**config.mk**
```make
export PLATFORM = sky130hd
export DESIGN_NAME = gpio_port1_port2
export DESIGN_NICKNAME = d
export VERILOG_FILES = /design/src/gpio_pkg.sv /design/src/gpio_port1_port2.sv /design/src/gpio_sync2.sv /design/src/gpio_pin.sv
export VERILOG_INCLUDE_DIRS = /design/src /design/src/src
export SDC_FILE = /design/constraint.sdc
export NUM_CORES = 1
export LEC_CHECK = 0
export BUFFER_PORTS_ARGS = -buffer_cell sky130_fd_sc_hd__buf_2
export CAP_MARGIN = 20
export CELL_PAD_IN_SITES_DETAIL_PLACEMENT = 0
export CELL_PAD_IN_SITES_GLOBAL_PLACEMENT = 2
export CORE_ASPECT_RATIO = 1.1
export CORE_MARGIN = 4
export CORE_UTILIZATION = 24
export DETAILED_ROUTE_END_ITERATION = 7
export PLACE_DENSITY = 0.87
export SYNTH_ARGS = -nofsm -noshare
export SYNTH_HDL_FRONTEND = slang
export SYNTH_SLANG_ARGS = --single-unit
export TNS_END_PERCENT = 100
```
**constraint.sdc**
```tcl
create_clock -name pclk -period 1.6 [get_ports pclk]
set_input_delay 0.32 -clock pclk [delete_from_list [all_inputs] [get_ports pclk]]
set_output_delay 0.32 -clock pclk [all_outputs]
set_load 0.02 [all_outputs]
```
**src/gpio_defines.svh**
```systemverilog
// Register offsets, field positions and reset values for the two-port GPIO block.
// Included by the top module and the synchroniser; definitions only.
`ifndef GPIO_DEFINES_SVH
`define GPIO_DEFINES_SVH

`define OFS_PIN_FUNCTION_SELECT 12'h000
`define OFS_PORT_A_DIRECTION 12'h004
`define OFS_PORT_A_OUTPUT_DATA 12'h008
`define OFS_PORT_A_PULLUP_ENABLE 12'h00c
`define OFS_PORT_B_DIRECTION 12'h010
`define OFS_PORT_B_OUTPUT_DATA 12'h014

`define SEL_A7_BIT 7
`define SEL_A4_BIT 4
`define SEL_TXD_BIT 1
`define PA_HI_BIT 7
`define PA_LO_BIT 4
`define PB_TX_PIN 2
`define PB_TOP_BIT 2

`define PA_RESERVED_ONES 8'h6f
`define PB_RESERVED_ONES 8'hf8
`define SEL_RESERVED_MASK 8'h92
`define WO_READ_VALUE 8'hff
`define PA_RESET 2'h0
`define PB_RESET 3'h0
`define SEL_RESET 3'h0
`define SYNC_RESET 1'h0

`endif

```
**src/gpio_pkg.sv**
```systemverilog
// Types shared by the GPIO port modules.
// Assumes the defines header is on the include path.
package gpio_pkg;

	// One general-purpose pin as seen at the pad
	typedef struct packed {
		logic o;
		logic oe;
	} pad_drive_t;

	// Mode bits: a7 special, a4 special, b2 transmit
	typedef struct packed {
		logic a7_func;
		logic a4_func;
		logic b2_txd;
	} func_sel_t;

endpackage : gpio_pkg

```
**src/gpio_port1_port2.sv**
```systemverilog
// Two small GPIO ports with an APB register slave.
// Assumes one clock pclk; pin inputs pass through a two-stage synchroniser.
`timescale 1ns/1ps
`include "gpio_defines.svh"
module gpio_port1_port2 (
	input wire logic pclk,
	input wire logic presetn,
	input wire logic psel,
	input wire logic penable,
	input wire logic pwrite,
	input wire logic [11:0] paddr,
	input wire logic [31:0] pwdata,
	output logic [31:0] prdata,
	output logic pready,
	output logic pslverr,
	input wire logic [1:0] port_a_in,
	output gpio_pkg::pad_drive_t [1:0] port_a_pad,
	output logic [1:0] port_a_pullup,
	input wire logic [2:0] port_b_in,
	output gpio_pkg::pad_drive_t [2:0] port_b_pad,
	input wire logic serial_tx_data,
	input wire logic serial_rx_claim,
	input wire logic serial_clk_claim,
	input wire logic serial_clk_oe,
	input wire logic serial_clk_out,
	output logic ext_int_line_3,
	output logic ext_int_line_0,
	output logic timer_trigger_input
);
	import gpio_pkg::*;

	// Port A index 1 is pin a7, index 0 is pin a4
	func_sel_t sel_q, sel_d;
	logic [1:0] a_dir_q, a_dir_d;
	logic [1:0] a_dat_q, a_dat_d;
	logic [1:0] a_pu_q, a_pu_d;
	logic [2:0] b_dir_q, b_dir_d;
	logic [2:0] b_dat_q, b_dat_d;
	logic [31:0] rdata_q, rdata_d;
	logic [1:0] a_sync;
	logic [2:0] b_sync;
	logic [1:0] a_func;
	logic [1:0] a_dir_eff;
	logic [2:0] b_ovr_en;
	logic [2:0] b_ovr_oe;
	logic [2:0] b_ovr_o;
	logic wr_en;
	logic rd_en;
	logic hit;
	logic [7:0] rd_byte;
	logic [7:0] wb;

	// Zero wait state slave; unmapped addresses flag an error
	assign wr_en = psel & penable & pwrite;
	assign rd_en = psel & ~penable & ~pwrite;
	assign pready = 1'b1;
	assign wb = pwdata[7:0];

	// Address decode for the error response
	always_comb begin
		unique case (paddr)
			`OFS_PIN_FUNCTION_SELECT, `OFS_PORT_A_DIRECTION, `OFS_PORT_A_OUTPUT_DATA,
			`OFS_PORT_A_PULLUP_ENABLE, `OFS_PORT_B_DIRECTION,
			`OFS_PORT_B_OUTPUT_DATA: hit = 1'b1;
			default: hit = 1'b0;
		endcase
	end
	assign pslverr = psel & penable & ~hit;

	// Pin sampling before the read path and interrupt routing
	gpio_sync2 #(.W(2)) u_sync_a (
		.pclk(pclk),
		.presetn(presetn),
		.din(port_a_in),
		.dout(a_sync)
	);
	gpio_sync2 #(.W(3)) u_sync_b (
		.pclk(pclk),
		.presetn(presetn),
		.din(port_b_in),
		.dout(b_sync)
	);

	// Register writes; reserved and unused bits are simply not stored
	always_comb begin
		sel_d = sel_q;
		a_dir_d = a_dir_q;
		a_dat_d = a_dat_q;
		a_pu_d = a_pu_q;
		b_dir_d = b_dir_q;
		b_dat_d = b_dat_q;
		if (wr_en) begin
			unique case (paddr)
				`OFS_PIN_FUNCTION_SELECT: begin
					sel_d.a7_func = wb[`SEL_A7_BIT];
					sel_d.a4_func = wb[`SEL_A4_BIT];
					sel_d.b2_txd = wb[`SEL_TXD_BIT];
				end
				`OFS_PORT_A_DIRECTION: a_dir_d = {wb[`PA_HI_BIT], wb[`PA_LO_BIT]};
				`OFS_PORT_A_OUTPUT_DATA: a_dat_d = {wb[`PA_HI_BIT], wb[`PA_LO_BIT]};
				`OFS_PORT_A_PULLUP_ENABLE: a_pu_d = {wb[`PA_HI_BIT], wb[`PA_LO_BIT]};
				`OFS_PORT_B_DIRECTION: b_dir_d = wb[`PB_TOP_BIT:0];
				`OFS_PORT_B_OUTPUT_DATA: b_dat_d = wb[`PB_TOP_BIT:0];
				default: ;
			endcase
		end
	end

	// Register state; every stored bit resets to zero
	always_ff @(posedge pclk or negedge presetn) begin
		if (!presetn) begin
			sel_q <= func_sel_t'(`SEL_RESET);
			a_dir_q <= `PA_RESET;
			a_dat_q <= `PA_RESET;
			a_pu_q <= `PA_RESET;
			b_dir_q <= `PB_RESET;
			b_dat_q <= `PB_RESET;
		end else begin
			sel_q <= sel_d;
			a_dir_q <= a_dir_d;
			a_dat_q <= a_dat_d;
			a_pu_q <= a_pu_d;
			b_dir_q <= b_dir_d;
			b_dat_q <= b_dat_d;
		end
	end

	// Read mux: latch for outputs, synchronised pin for inputs
	always_comb begin
		rd_byte = 8'h00;
		unique case (paddr)
			`OFS_PIN_FUNCTION_SELECT: begin
				rd_byte[`SEL_A7_BIT] = sel_q.a7_func;
				rd_byte[`SEL_A4_BIT] = sel_q.a4_func;
				rd_byte[`SEL_TXD_BIT] = sel_q.b2_txd;
			end
			`OFS_PORT_A_DIRECTION, `OFS_PORT_B_DIRECTION: rd_byte = `WO_READ_VALUE;
			`OFS_PORT_A_OUTPUT_DATA: begin
				rd_byte = `PA_RESERVED_ONES;
				rd_byte[`PA_HI_BIT] = a_dir_q[1] ? a_dat_q[1] : a_sync[1];
				rd_byte[`PA_LO_BIT] = a_dir_q[0] ? a_dat_q[0] : a_sync[0];
			end
			`OFS_PORT_A_PULLUP_ENABLE: begin
				rd_byte = `PA_RESERVED_ONES;
				rd_byte[`PA_HI_BIT] = a_pu_q[1];
				rd_byte[`PA_LO_BIT] = a_pu_q[0];
			end
			`OFS_PORT_B_OUTPUT_DATA: begin
				rd_byte = `PB_RESERVED_ONES;
				rd_byte[`PB_TOP_BIT:0] = (b_dir_q & b_dat_q) | (~b_dir_q & b_sync);
			end
			default: rd_byte = 8'h00;
		endcase
		rdata_d = rdata_q;
		if (rd_en) begin
			rdata_d = {24'h000000, rd_byte};
		end
	end

	// Read data captured in setup so it stands from a flop in the access phase
	always_ff @(posedge pclk or negedge presetn) begin
		if (!presetn) begin
			rdata_q <= 32'h00000000;
		end else begin
			rdata_q <= rdata_d;
		end
	end
	assign prdata = rdata_q;

	// Port A function select overrides direction; function pins are inputs
	assign a_func = {sel_q.a7_func, sel_q.a4_func};
	assign a_dir_eff = a_dir_q & ~a_func;
	assign port_a_pullup = a_pu_q & ~a_dir_eff;

	generate
		for (genvar i = 0; i < 2; i++) begin : g_pa
			gpio_pin u_pin (
				.dir(a_dir_q[i]),
				.dat(a_dat_q[i]),
				.ovr_en(a_func[i]),
				.ovr_oe(1'b0),
				.ovr_o(1'b0),
				.pad(port_a_pad[i])
			);
		end
	endgenerate

	// Interrupt and trigger lines see the pin only when selected
	assign ext_int_line_3 = sel_q.a7_func & a_sync[1];
	assign timer_trigger_input = sel_q.a7_func & a_sync[1];
	assign ext_int_line_0 = sel_q.a4_func & a_sync[0];

	// Port B claims: b2 transmit, b1 receive input, b0 serial clock
	always_comb begin
		b_ovr_en = {sel_q.b2_txd, serial_rx_claim, serial_clk_claim};
		b_ovr_oe = {1'b1, 1'b0, serial_clk_oe};
		b_ovr_o = {serial_tx_data, 1'b0, serial_clk_out};
	end

	generate
		for (genvar j = 0; j < 3; j++) begin : g_pb
			gpio_pin u_pin (
				.dir(b_dir_q[j]),
				.dat(b_dat_q[j]),
				.ovr_en(b_ovr_en[j]),
				.ovr_oe(b_ovr_oe[j]),
				.ovr_o(b_ovr_o[j]),
				.pad(port_b_pad[j])
			);
		end
	endgenerate

	// Port A pads: general I/O follows direction, function pins never drive
	a_a7_gpio_out: assert property (@(posedge pclk) disable iff (!presetn)
		(!sel_q.a7_func && a_dir_q[1]) |-> (port_a_pad[1].oe && port_a_pad[1].o == a_dat_q[1]))
		else $error("a7 not driven as output");
	a_a4_gpio_out: assert property (@(posedge pclk) disable iff (!presetn)
		(!sel_q.a4_func && a_dir_q[0]) |-> (port_a_pad[0].oe && port_a_pad[0].o == a_dat_q[0]))
		else $error("a4 not driven as output");
	a_a7_gpio_in: assert property (@(posedge pclk) disable iff (!presetn)
		(!sel_q.a7_func && !a_dir_q[1]) |-> !port_a_pad[1].oe)
		else $error("a7 driven while input");
	a_func_input: assert property (@(posedge pclk) disable iff (!presetn)
		sel_q.a4_func |-> !port_a_pad[0].oe)
		else $error("a4 driven while selected");
	a_a7_func_in: assert property (@(posedge pclk) disable iff (!presetn)
		sel_q.a7_func |-> !port_a_pad[1].oe)
		else $error("a7 driven while selected");

	// Pull-ups judged against the pads and the stored pull-up and direction bits, not against the gating expression
	a_pullup_gate: assert property (@(posedge pclk) disable iff (!presetn)
		port_a_pad[1].oe |-> !port_a_pullup[1])
		else $error("pull-up on output");
	a_pullup_a4_off: assert property (@(posedge pclk) disable iff (!presetn)
		port_a_pad[0].oe |-> !port_a_pullup[0])
		else $error("a4 pull-up on output");
	a_pullup_on: assert property (@(posedge pclk) disable iff (!presetn)
		(a_pu_q[0] && !a_dir_q[0]) |-> port_a_pullup[0])
		else $error("a4 pull-up missing");
	a_pullup_off: assert property (@(posedge pclk) disable iff (!presetn)
		!a_pu_q[1] |-> !port_a_pullup[1])
		else $error("a7 pull-up without its bit");

	// Interrupt lines: silent unless selected, pin two edges late when selected
	a_int_follow: assert property (@(posedge pclk) disable iff (!presetn)
		(sel_q.a7_func && port_a_in[1]) ##1 sel_q.a7_func [*2]
		|-> ext_int_line_3 == $past(port_a_in[1], 2))
		else $error("int line lag");
	a_int0_follow: assert property (@(posedge pclk) disable iff (!presetn)
		(sel_q.a4_func && port_a_in[0]) ##1 sel_q.a4_func [*2]
		|-> ext_int_line_0 == $past(port_a_in[0], 2))
		else $error("int0 line lag");
	a_int_idle: assert property (@(posedge pclk) disable iff (!presetn)
		!sel_q.a7_func |-> !(ext_int_line_3 || timer_trigger_input))
		else $error("a7 lines active while general I/O");
	a_int0_idle: assert property (@(posedge pclk) disable iff (!presetn)
		!sel_q.a4_func |-> !ext_int_line_0)
		else $error("a4 line active while general I/O");

	// Port B: claims first, then direction and data
	a_b2_txd: assert property (@(posedge pclk) disable iff (!presetn)
		sel_q.b2_txd |-> (port_b_pad[2].oe && port_b_pad[2].o == serial_tx_data))
		else $error("b2 not transmit");
	a_b2_gpio: assert property (@(posedge pclk) disable iff (!presetn)
		!sel_q.b2_txd |-> (port_b_pad[2].oe == b_dir_q[2] && port_b_pad[2].o == b_dat_q[2]))
		else $error("b2 not general I/O");
	a_b_gpio_out: assert property (@(posedge pclk) disable iff (!presetn)
		(!serial_rx_claim && b_dir_q[1]) |-> port_b_pad[1].oe)
		else $error("b1 not out");
	a_b1_claim: assert property (@(posedge pclk) disable iff (!presetn)
		serial_rx_claim |-> !port_b_pad[1].oe)
		else $error("b1 driven while receiving");
	a_b0_claim: assert property (@(posedge pclk) disable iff (!presetn)
		serial_clk_claim |-> (port_b_pad[0].oe == serial_clk_oe && port_b_pad[0].o == serial_clk_out))
		else $error("b0 not serial clock");

	// Read path, one edge after the setup cycle that captures it
	a_wo_read: assert property (@(posedge pclk) disable iff (!presetn)
		(rd_en && (paddr == `OFS_PORT_A_DIRECTION || paddr == `OFS_PORT_B_DIRECTION))
		|=> prdata == {24'h000000, `WO_READ_VALUE})
		else $error("direction read not ones");
	a_pa_reserved: assert property (@(posedge pclk) disable iff (!presetn)
		(rd_en && paddr == `OFS_PORT_A_OUTPUT_DATA)
		|=> (prdata[7:0] & `PA_RESERVED_ONES) == `PA_RESERVED_ONES)
		else $error("reserved bits not one");
	a_pa_read_pin: assert property (@(posedge pclk) disable iff (!presetn)
		(rd_en && paddr == `OFS_PORT_A_OUTPUT_DATA && !a_dir_q[0])
		|=> prdata[`PA_LO_BIT] == $past(port_a_in[0], 3))
		else $error("a4 pin not read");
	a_pb_read: assert property (@(posedge pclk) disable iff (!presetn)
		(rd_en && paddr == `OFS_PORT_B_OUTPUT_DATA && b_dir_q[0]) |=> prdata[0] == $past(b_dat_q[0]))
		else $error("b0 latch not read");
endmodule : gpio_port1_port2

```
**src/gpio_sync2.sv**
```systemverilog
// Two-flip-flop synchroniser for a bus of pin levels.
// Assumes pins are asynchronous to pclk.
`timescale 1ns/1ps
`include "gpio_defines.svh"
module gpio_sync2 #(
	parameter int W = 1
) (
	input wire logic pclk,
	input wire logic presetn,
	input wire logic [W-1:0] din,
	output logic [W-1:0] dout
);
	logic [W-1:0] meta_q;
	logic [W-1:0] meta_d;
	logic [W-1:0] sync_q;
	logic [W-1:0] sync_d;

	// First stage feeds only the second
	always_comb begin
		meta_d = din;
		sync_d = meta_q;
	end

	always_ff @(posedge pclk or negedge presetn) begin
		if (!presetn) begin
			meta_q <= {W{`SYNC_RESET}};
			sync_q <= {W{`SYNC_RESET}};
		end else begin
			meta_q <= meta_d;
			sync_q <= sync_d;
		end
	end

	assign dout = sync_q;
endmodule : gpio_sync2

```
**src/gpio_pin.sv**
```systemverilog
// One general I/O pin: direction/data mux with an override from a peripheral.
// Assumes override inputs come from the function select register, constants or the serial ports of the top module.
`timescale 1ns/1ps
module gpio_pin (
	input wire logic dir,
	input wire logic dat,
	input wire logic ovr_en,
	input wire logic ovr_oe,
	input wire logic ovr_o,
	output gpio_pkg::pad_drive_t pad
);
	import gpio_pkg::*;

	// Peripheral claim wins over direction and data
	always_comb begin
		if (ovr_en) begin
			pad.oe = ovr_oe;
			pad.o = ovr_o;
		end else begin
			pad.oe = dir;
			pad.o = dat;
		end
	end
endmodule : gpio_pin

```
==> flow_summary.rst, run 1 <==
.. list-table::
   :header-rows: 1

   * - Metric
     - Value
   * - CP Class
     - input port to output pin
   * - CTS HTree Levels
     - 2
   * - Nature of the critical path startpoint
     - input port
   * - Worst-path fanout max
     - 2
   * - Area fraction in and, or, nand and nor cells after synthesis
     - 20.1%
   * - Number of synthesis warnings
     - 0
   * - Leading area contributor after synthesis
     - sky130_fd_sc_hd__dfrtp_1
   * - Xor-xnor portion of the synthesized cell area
     - 0%
   * - Total core area
     - 7010 um^2
   * - TritonCTS sink count
     - 32
   * - Busiest grt layer
     - met2
   * - Relative area change from synthesis to final layout
     - 27.8%
   * - GR Layer Usage met1
     - 10.6%
   * - Top flip-flop cell by instance count after synthesis
     - sky130_fd_sc_hd__dfrtp_1
   * - Post-placement cell area
     - 2070 um^2
   * - Share of synthesized area occupied by flip-flops and latches
     - 46.2%
   * - Final period util
     - 101%
   * - Skew-Pair Late Insertion Delay
     - 280 ps
   * - Setup-violating endpoint count in the final report
     - 1
   * - Tot GR Track Use
     - 8.61%
   * - Post-synthesis compound-gate area fraction
     - 5.78%
   * - Highest attainable clock frequency
     - 0.622 GHz
   * - Die X-Extent
     - 89.0 um
   * - Share of synthesized registers carrying an async set or reset
     - 100%
   * - Sum of routed wire length over all layers
     - 3.79 mm
   * - Via/cell ratio
     - 4.05
   * - Leak pwr
     - 0.00113 uW
   * - I/O Buffers
     - 55
   * - Number of cells after detailed placement
     - 300
   * - Final Worst Setup Slack
     - -8.37 ps
   * - Netlist area before placement
     - 1730 um^2
   * - Via Count
     - 1252
   * - Sum of net half-perimeters after detailed placement
     - 3.03 mm
   * - Max-slew violation total from the final report
     - 0
   * - Area share of the largest cell type after synthesis
     - 46.2%
   * - Count of flip-flops with a built-in enable after synthesis
     - 0
   * - Cts hold-fix bufs
     - 0
   * - Final std cell area, no fill
     - 2210 um^2
   * - Vias in the first global route
     - 1185
   * - Share of post-route cells with drive strength above 1
     - 47.3%
   * - Multiplexer share of the synthesized area
     - 14.6%
   * - Worst min-delay path category
     - input port to asynchronous set/reset pin
   * - Final min period
     - 1610 ps
   * - Met2 capacity usage during global routing
     - 13.8%
   * - Unrepaired setup endpoints after global routing
     - yes
   * - Arrival time reported for the critical path endpoint
     - 1290 ps
   * - Setup crit end kind
     - output pin
   * - Detailed Routing Iterations Pass 1
     - 3
   * - Required time of the worst setup path
     - 1280 ps
   * - Clock-pin transition on the worst setup and hold timing paths
     - 60 ps
   * - Final RePlAce weighted congestion
     - 0.806
   * - Most common cell after layout, fill and taps aside
     - sky130_fd_sc_hd__buf_2
   * - Clock buffers created by TritonCTS
     - 5
   * - Initial antenna violation count
     - 0
   * - Failing checks
     - negative setup slack
   * - Pin count of the biggest net entering global routing
     - 33
   * - Number of synthesized register bits
     - 32
   * - Global-route wire length before repair
     - 5.75 mm
   * - Number of inserted filler cells in the final layout
     - 725
   * - Leading cell types in the layout, fill and taps excluded
     - sky130_fd_sc_hd__buf_2 (51), sky130_fd_sc_hd__dfrtp_1 (32), sky130_fd_sc_hd__conb_1 (25)
   * - Total overflow reported by the global router
     - 0
   * - Master cell of the clock root buffer
     - sky130_fd_sc_hd__clkbuf_8
   * - Starting utilization of the core area
     - 24.7%
   * - Area occupied by multi-input gates
     - 805 um^2
   * - Largest family of logic cells by synthesized area
     - simple AND/OR/NAND/NOR gates
   * - CTS tree
     - yes
   * - Number of hold-slack violations in the final timing report
     - 0
   * - Adder and majority gate portion of the synthesized area
     - 0%
   * - Post-synthesis cell count
     - 157
   * - Leading cell types by total area after synthesis
     - sky130_fd_sc_hd__dfrtp_1 (46%), sky130_fd_sc_hd__buf_4 (12%), sky130_fd_sc_hd__mux2_2 (12%)
   * - Number of library cell types mapped by synthesis
     - 31
   * - DRC violation total after the first TritonRoute iteration
     - 46
   * - Total Nets Final
     - 283
   * - Wire length per cell
     - 12.3 um
   * - Syn Area/Cell
     - 11.0 um^2
   * - Area taken by flip-flops and latches
     - 801 um^2
   * - Met3 Use GR
     - 3.22%
   * - Worst clock skew
     - 5.37 ps
   * - Count of unresolved DRC violations after routing
     - 0
   * - Post-Layout Cell Count
     - 309
   * - Number of inserted diodes
     - 0
   * - Height of the chip
     - 97.1 um
   * - Pwr dens
     - 766 nW/um^2
   * - Status
     - finished with violations
   * - VDD IR max
     - 0.308 mV
   * - MaxCap Viol Count
     - 0
   * - Die area
     - 8640 um^2
   * - Buffer depth of the longest clock path
     - 2
   * - Antenna viol nets, final
     - 0
   * - Boundary Pins
     - 108
   * - FP Rows
     - 32
## final timing paths
| path | slack, ps | end | from | cells after the start |
|---|---|---|---|---|
| min in group pclk | 140 | u_sync_a.meta_q[0] | port_a_in[0] | 1 |
| min | 50 | prdata[7] | presetn | 2 |
| max | -8 | pslverr | paddr[10] | 6 |
| max reg2reg | 440 | prdata[4] | a_dir_q[0] | 4 |
| min reg2reg | 350 | u_sync_b.dout[0] | u_sync_b.meta_q[0] | 0 |
| max in group asynchronous | 1250 | a_dir_q[1] | presetn | 2 |
## cell families after synthesis
kind of cell,Yosys count
AND/OR/NAND/NOR,51
flip-flops,32
AO/OA/AOI/OAI,17
multiplexers,23
buffers and inverters,32
other,2
## power by group
group / internal (uW) / leakage, uW / total [uW] / switching, uW
clock: 382 / 0.0000503 / 656 / 274
combinational: 75.8 / 0.000653 / 211 / 136
sequential: 823 / 0.000424 / 827 / 4.14
total: 1280 / 0.00113 / 1690 / 414
## routing by layer
metal / share of wire, % / routed length (um)
met2: 52 / 1960
met1: 39 / 1470
met3: 8.7 / 330
met4: 0.90 / 34
met5: 0 / 0
## final cells by class
type	instances	area share [%]
Clock buffer	7	4.35
Sequential cell	32	36.2
Tap cell	85	4.80
Multi-Input combinational cell	116	36.3
Timing Repair Buffer	69	18.3
## through the flow
stage          utilization [%]  hold slack (ps)  setup TNS (ps)  setup WS [ps]  power (uW)
2_1_floorplan                -             24.4               0           42.7         996
3_3_place_gp              29.5              333           -2300           -189        1040
3_5_place_dp              29.5              337           -2450           -193        1040
4_1_cts                   31.3             64.5               0           2.50        1720
5_1_grt                   31.6             90.2           -43.8          -43.8        1780
6_report                  31.6             50.1           -8.37          -8.37        1690
## Yosys cell counts (2+ instances only)
| library cell | instances |
|---|---|
| sky130_fd_sc_hd__mux2_2 | 18 |
| sky130_fd_sc_hd__o2111ai_1 | 2 |
| sky130_fd_sc_hd__a21oi_1 | 4 |
| sky130_fd_sc_hd__nor2_1 | 5 |
| sky130_fd_sc_hd__o21ai_0 | 8 |
| sky130_fd_sc_hd__mux2i_1 | 5 |
| sky130_fd_sc_hd__buf_4 | 27 |
| sky130_fd_sc_hd__nor2b_1 | 12 |
| sky130_fd_sc_hd__conb_1 | 2 |
| sky130_fd_sc_hd__nand2_1 | 9 |
| sky130_fd_sc_hd__nor3_1 | 4 |
| sky130_fd_sc_hd__nor3_2 | 2 |
| sky130_fd_sc_hd__clkbuf_1 | 4 |
| sky130_fd_sc_hd__dfrtp_1 | 32 |
| sky130_fd_sc_hd__and2_1 | 6 |
| sky130_fd_sc_hd__nor4_4 | 2 |
## worst max-delay path, stage by stage
cell and delay, ps:
sky130_fd_sc_hd__buf_6 90, sky130_fd_sc_hd__nor4_4 310, sky130_fd_sc_hd__and2_4 200, sky130_fd_sc_hd__nand3b_1 90, sky130_fd_sc_hd__and2_4 150, sky130_fd_sc_hd__buf_6 120
## timing repair
item,4_1_cts,5_1_grt
resized for setup,5,3
setup buffers,1,1
pin swaps,3,3
setup endpoints to repair,1,1
## flip-flops by register name, summed over array words and instances (netlist names), 3 cells and up
name / cells
prdata: 7
b_dat_q: 3
b_dir_q: 3
u_sync_b.dout: 3
u_sync_b.meta_q: 3
Note: power is estimated with default switching activity, not from simulation.
==> run 2, diff against run 1 <==
--- a/config.mk
+++ b/config.mk
@@ -8,13 +8,11 @@
 export LEC_CHECK = 0
 export BUFFER_PORTS_ARGS = -buffer_cell sky130_fd_sc_hd__buf_2
 export CAP_MARGIN = 20
-export CELL_PAD_IN_SITES_DETAIL_PLACEMENT = 0
-export CELL_PAD_IN_SITES_GLOBAL_PLACEMENT = 2
 export CORE_ASPECT_RATIO = 1.1
 export CORE_MARGIN = 4
-export CORE_UTILIZATION = 24
+export CORE_UTILIZATION = 39
 export DETAILED_ROUTE_END_ITERATION = 7
-export PLACE_DENSITY = 0.87
+export PLACE_DENSITY = 0.74
 export SYNTH_ARGS = -nofsm -noshare
 export SYNTH_HDL_FRONTEND = slang
 export SYNTH_SLANG_ARGS = --single-unit
==> run 2 against run 1 <==
The flow now finishes without violations. Largest cell class unchanged. Critical path depth is the same. Critical endpoint unchanged. Setup slack improved by 42 ps. Maximum frequency increased by 2.7%. Final cell count is 11% lower. Non-clock buffer count is 3 lower. Die area down 36%. Critical path type unchanged.
==> flow_summary.rst, run 2 (synthesis results as in run 1) <==
.. list-table::
   :header-rows: 1

   * - Metric
     - Value
   * - Die X-Extent
     - 71.5 um
   * - Worst min-delay path category
     - input port to asynchronous set/reset pin
   * - Cell type group with the largest total delay on the critical path
     - simple AND/OR/NAND/NOR gates
   * - TritonCTS sink count
     - 32
   * - Highest attainable clock frequency
     - 0.638 GHz
   * - Boundary Pins
     - 108
   * - CP Class
     - input port to output pin
   * - Nature of the critical path startpoint
     - input port
   * - Final period util
     - 97.9%
   * - Leak pwr
     - 0.00111 uW
   * - Cell chain of the critical path
     - buf_6 -> nor4_4 -> and2_4 -> nand3b_1 -> and2_4 -> buf_6
   * - Buffer depth of the longest clock path
     - 2
   * - Setup-violating endpoint count in the final report
     - 0
   * - FP Rows
     - 25
   * - Pin count of the biggest net entering global routing
     - 33
   * - Detailed Routing Iterations Pass 1
     - 4
   * - Unrepaired setup endpoints after global routing
     - yes
   * - Global-route wire length before repair
     - 5.49 mm
   * - Reg-to-reg endpoint
     - prdata[1]
   * - Clock buffers created by TritonCTS
     - 5
   * - Worst setup path startpoint
     - paddr[5]
   * - Final RePlAce weighted congestion
     - 0.790
   * - Initial antenna violation count
     - 0
   * - Place WS
     - -204 ps
   * - Number of hold-slack violations in the final timing report
     - 0
   * - R2r startpoint
     - b_dir_q[1]
   * - Leading cell types in the layout, fill and taps excluded
     - sky130_fd_sc_hd__buf_2 (52), sky130_fd_sc_hd__dfrtp_1 (32), sky130_fd_sc_hd__conb_1 (25)
   * - Master cell of the clock root buffer
     - sky130_fd_sc_hd__clkbuf_8
   * - Vias in the first global route
     - 1213
   * - Height of the chip
     - 77.9 um
   * - Via/cell ratio
     - 4.59
   * - Sum of routed wire length over all layers
     - 3.41 mm
   * - Number of inserted diodes
     - 0
   * - DRC violation total after the first TritonRoute iteration
     - 40
   * - VDD IR max
     - 0.570 mV
   * - Relative area change from synthesis to final layout
     - 23.7%
   * - Total overflow reported by the global router
     - 0
   * - Wire length per cell
     - 12.3 um
   * - Status
     - finished clean
   * - Pwr dens
     - 770 nW/um^2
   * - Logic depth of the worst setup path including buffers
     - 6
   * - Biggest cell delay along the critical path
     - 290 ps
   * - Via Count
     - 1266
   * - R2r setup slk
     - 490 ps
   * - Crit-path slowest cell
     - sky130_fd_sc_hd__nor4_4
   * - Cts hold-fix bufs
     - 0
   * - Critical Path Sink
     - pslverr
   * - Share of post-route cells with drive strength above 1
     - 46.8%
   * - Reg2Reg Depth
     - 4
   * - Clock-pin transition on the worst setup and hold timing paths
     - 60 ps
   * - Setup crit end kind
     - output pin
   * - Worst-path fanout max
     - 2
   * - Count of unresolved DRC violations after routing
     - 0
   * - Total Nets Final
     - 280
   * - CTS HTree Levels
     - 2
   * - Starting utilization of the core area
     - 40.4%
   * - Worst clock skew
     - 5.17 ps
   * - Final Power
     - 1650 uW
   * - Critical path buffer and inverter count
     - 2
   * - Antenna viol nets, final
     - 0
   * - Total core area
     - 4290 um^2
   * - Skew-Pair Late Insertion Delay
     - 280 ps
   * - Final Worst Setup Slack
     - 33.3 ps
   * - Flip-flop count of the largest register, all copies and words added
     - 7
   * - Arrival time reported for the critical path endpoint
     - 1250 ps
   * - Required time of the worst setup path
     - 1280 ps
   * - Max-slew violation total from the final report
     - 0
   * - Die area
     - 5570 um^2
   * - I/O Buffers
     - 55
   * - CTS tree
     - yes
   * - Most common cell after layout, fill and taps aside
     - sky130_fd_sc_hd__buf_2
   * - Final min period
     - 1570 ps
   * - MaxCap Viol Count
     - 0
   * - Tot GR Track Use
     - 12.8%
   * - Sum of net half-perimeters after detailed placement
     - 2.75 mm
run 2: cell types whose count changed in the layout (fill, tap and decap cells not counted):
| cell | before | now |
|---|---|---|
| sky130_fd_sc_hd__clkinv_2 | 0 | 2 |
| sky130_fd_sc_hd__clkbuf_8 | 7 | 6 |
| sky130_fd_sc_hd__buf_4 | 14 | 11 |
| sky130_fd_sc_hd__buf_6 | 4 | 3 |
| sky130_fd_sc_hd__buf_2 | 51 | 52 |
run 2: how the worst min path moves through the flow:
stage                                   from               end  slack [ps]  cells past startpoint
after floorplan                      presetn        a_dat_q[0]          20                      0
after global placement    u_sync_a.meta_q[1]  u_sync_a.dout[1]         330                      0
after detailed placement  u_sync_b.meta_q[0]  u_sync_b.dout[0]         340                      0
after CTS                            presetn        b_dat_q[0]          60                      2
after global routing                 presetn        b_dat_q[0]          80                      2
final                                presetn        b_dat_q[1]          40                      2
run 2: where the power goes:
group	switching, uW	total, uW	internal [uW]
logic	133	205	71.4
clock network	276	618	342
registers	4.08	827	823
total	413	1650	1240
run 2: worst reg2reg max path, stage by stage (launching register included):
cell	delay, ps
sky130_fd_sc_hd__dfrtp_1	380
sky130_fd_sc_hd__mux2i_1	250
sky130_fd_sc_hd__nor3b_1	80
sky130_fd_sc_hd__a211oi_1	200
sky130_fd_sc_hd__o31ai_1	90
run 2: final cells by class:
class / count / area, um^2
clock buffer: 6 / 82.6
clock inverter: 2 / 10.0
fill: 397 / 2140
multi-input combinational: 116 / 805
sequential: 32 / 801
tap: 54 / 67.6
timing repair buffer: 66 / 377
run 2: routing by layer:
layer	global-route usage, %	vias up	share of wire [%]
li1	-	616	-
met1	14.6	587	39
met2	20.7	55	49
met3	4.92	8	9.2
met4	6.39	0	2.7
met5	0	-	0
run 2: what timing repair did:
| action | CTS | global route |
|---|---|---|
| resized for setup | 5 | 2 |
| endpoints found under the setup margin | 1 | 1 |
| pin swaps | 2 | 2 |
| setup buffers | 1 | 0 |
run 2: through the flow:
stage               util [%]  hold WS [ps]  area, um^2  setup TNS (ps)  std cells
floorplan                  -          24.4        1820               0        180
global placement        47.0           333        2010           -2330        267
detailed placement      47.0           336        2010           -2290        267
CTS                     49.7          58.2        2130               0        276
global route            50.0          76.8        2140           -34.3        276
finish                  50.0          44.7        2140               0        276
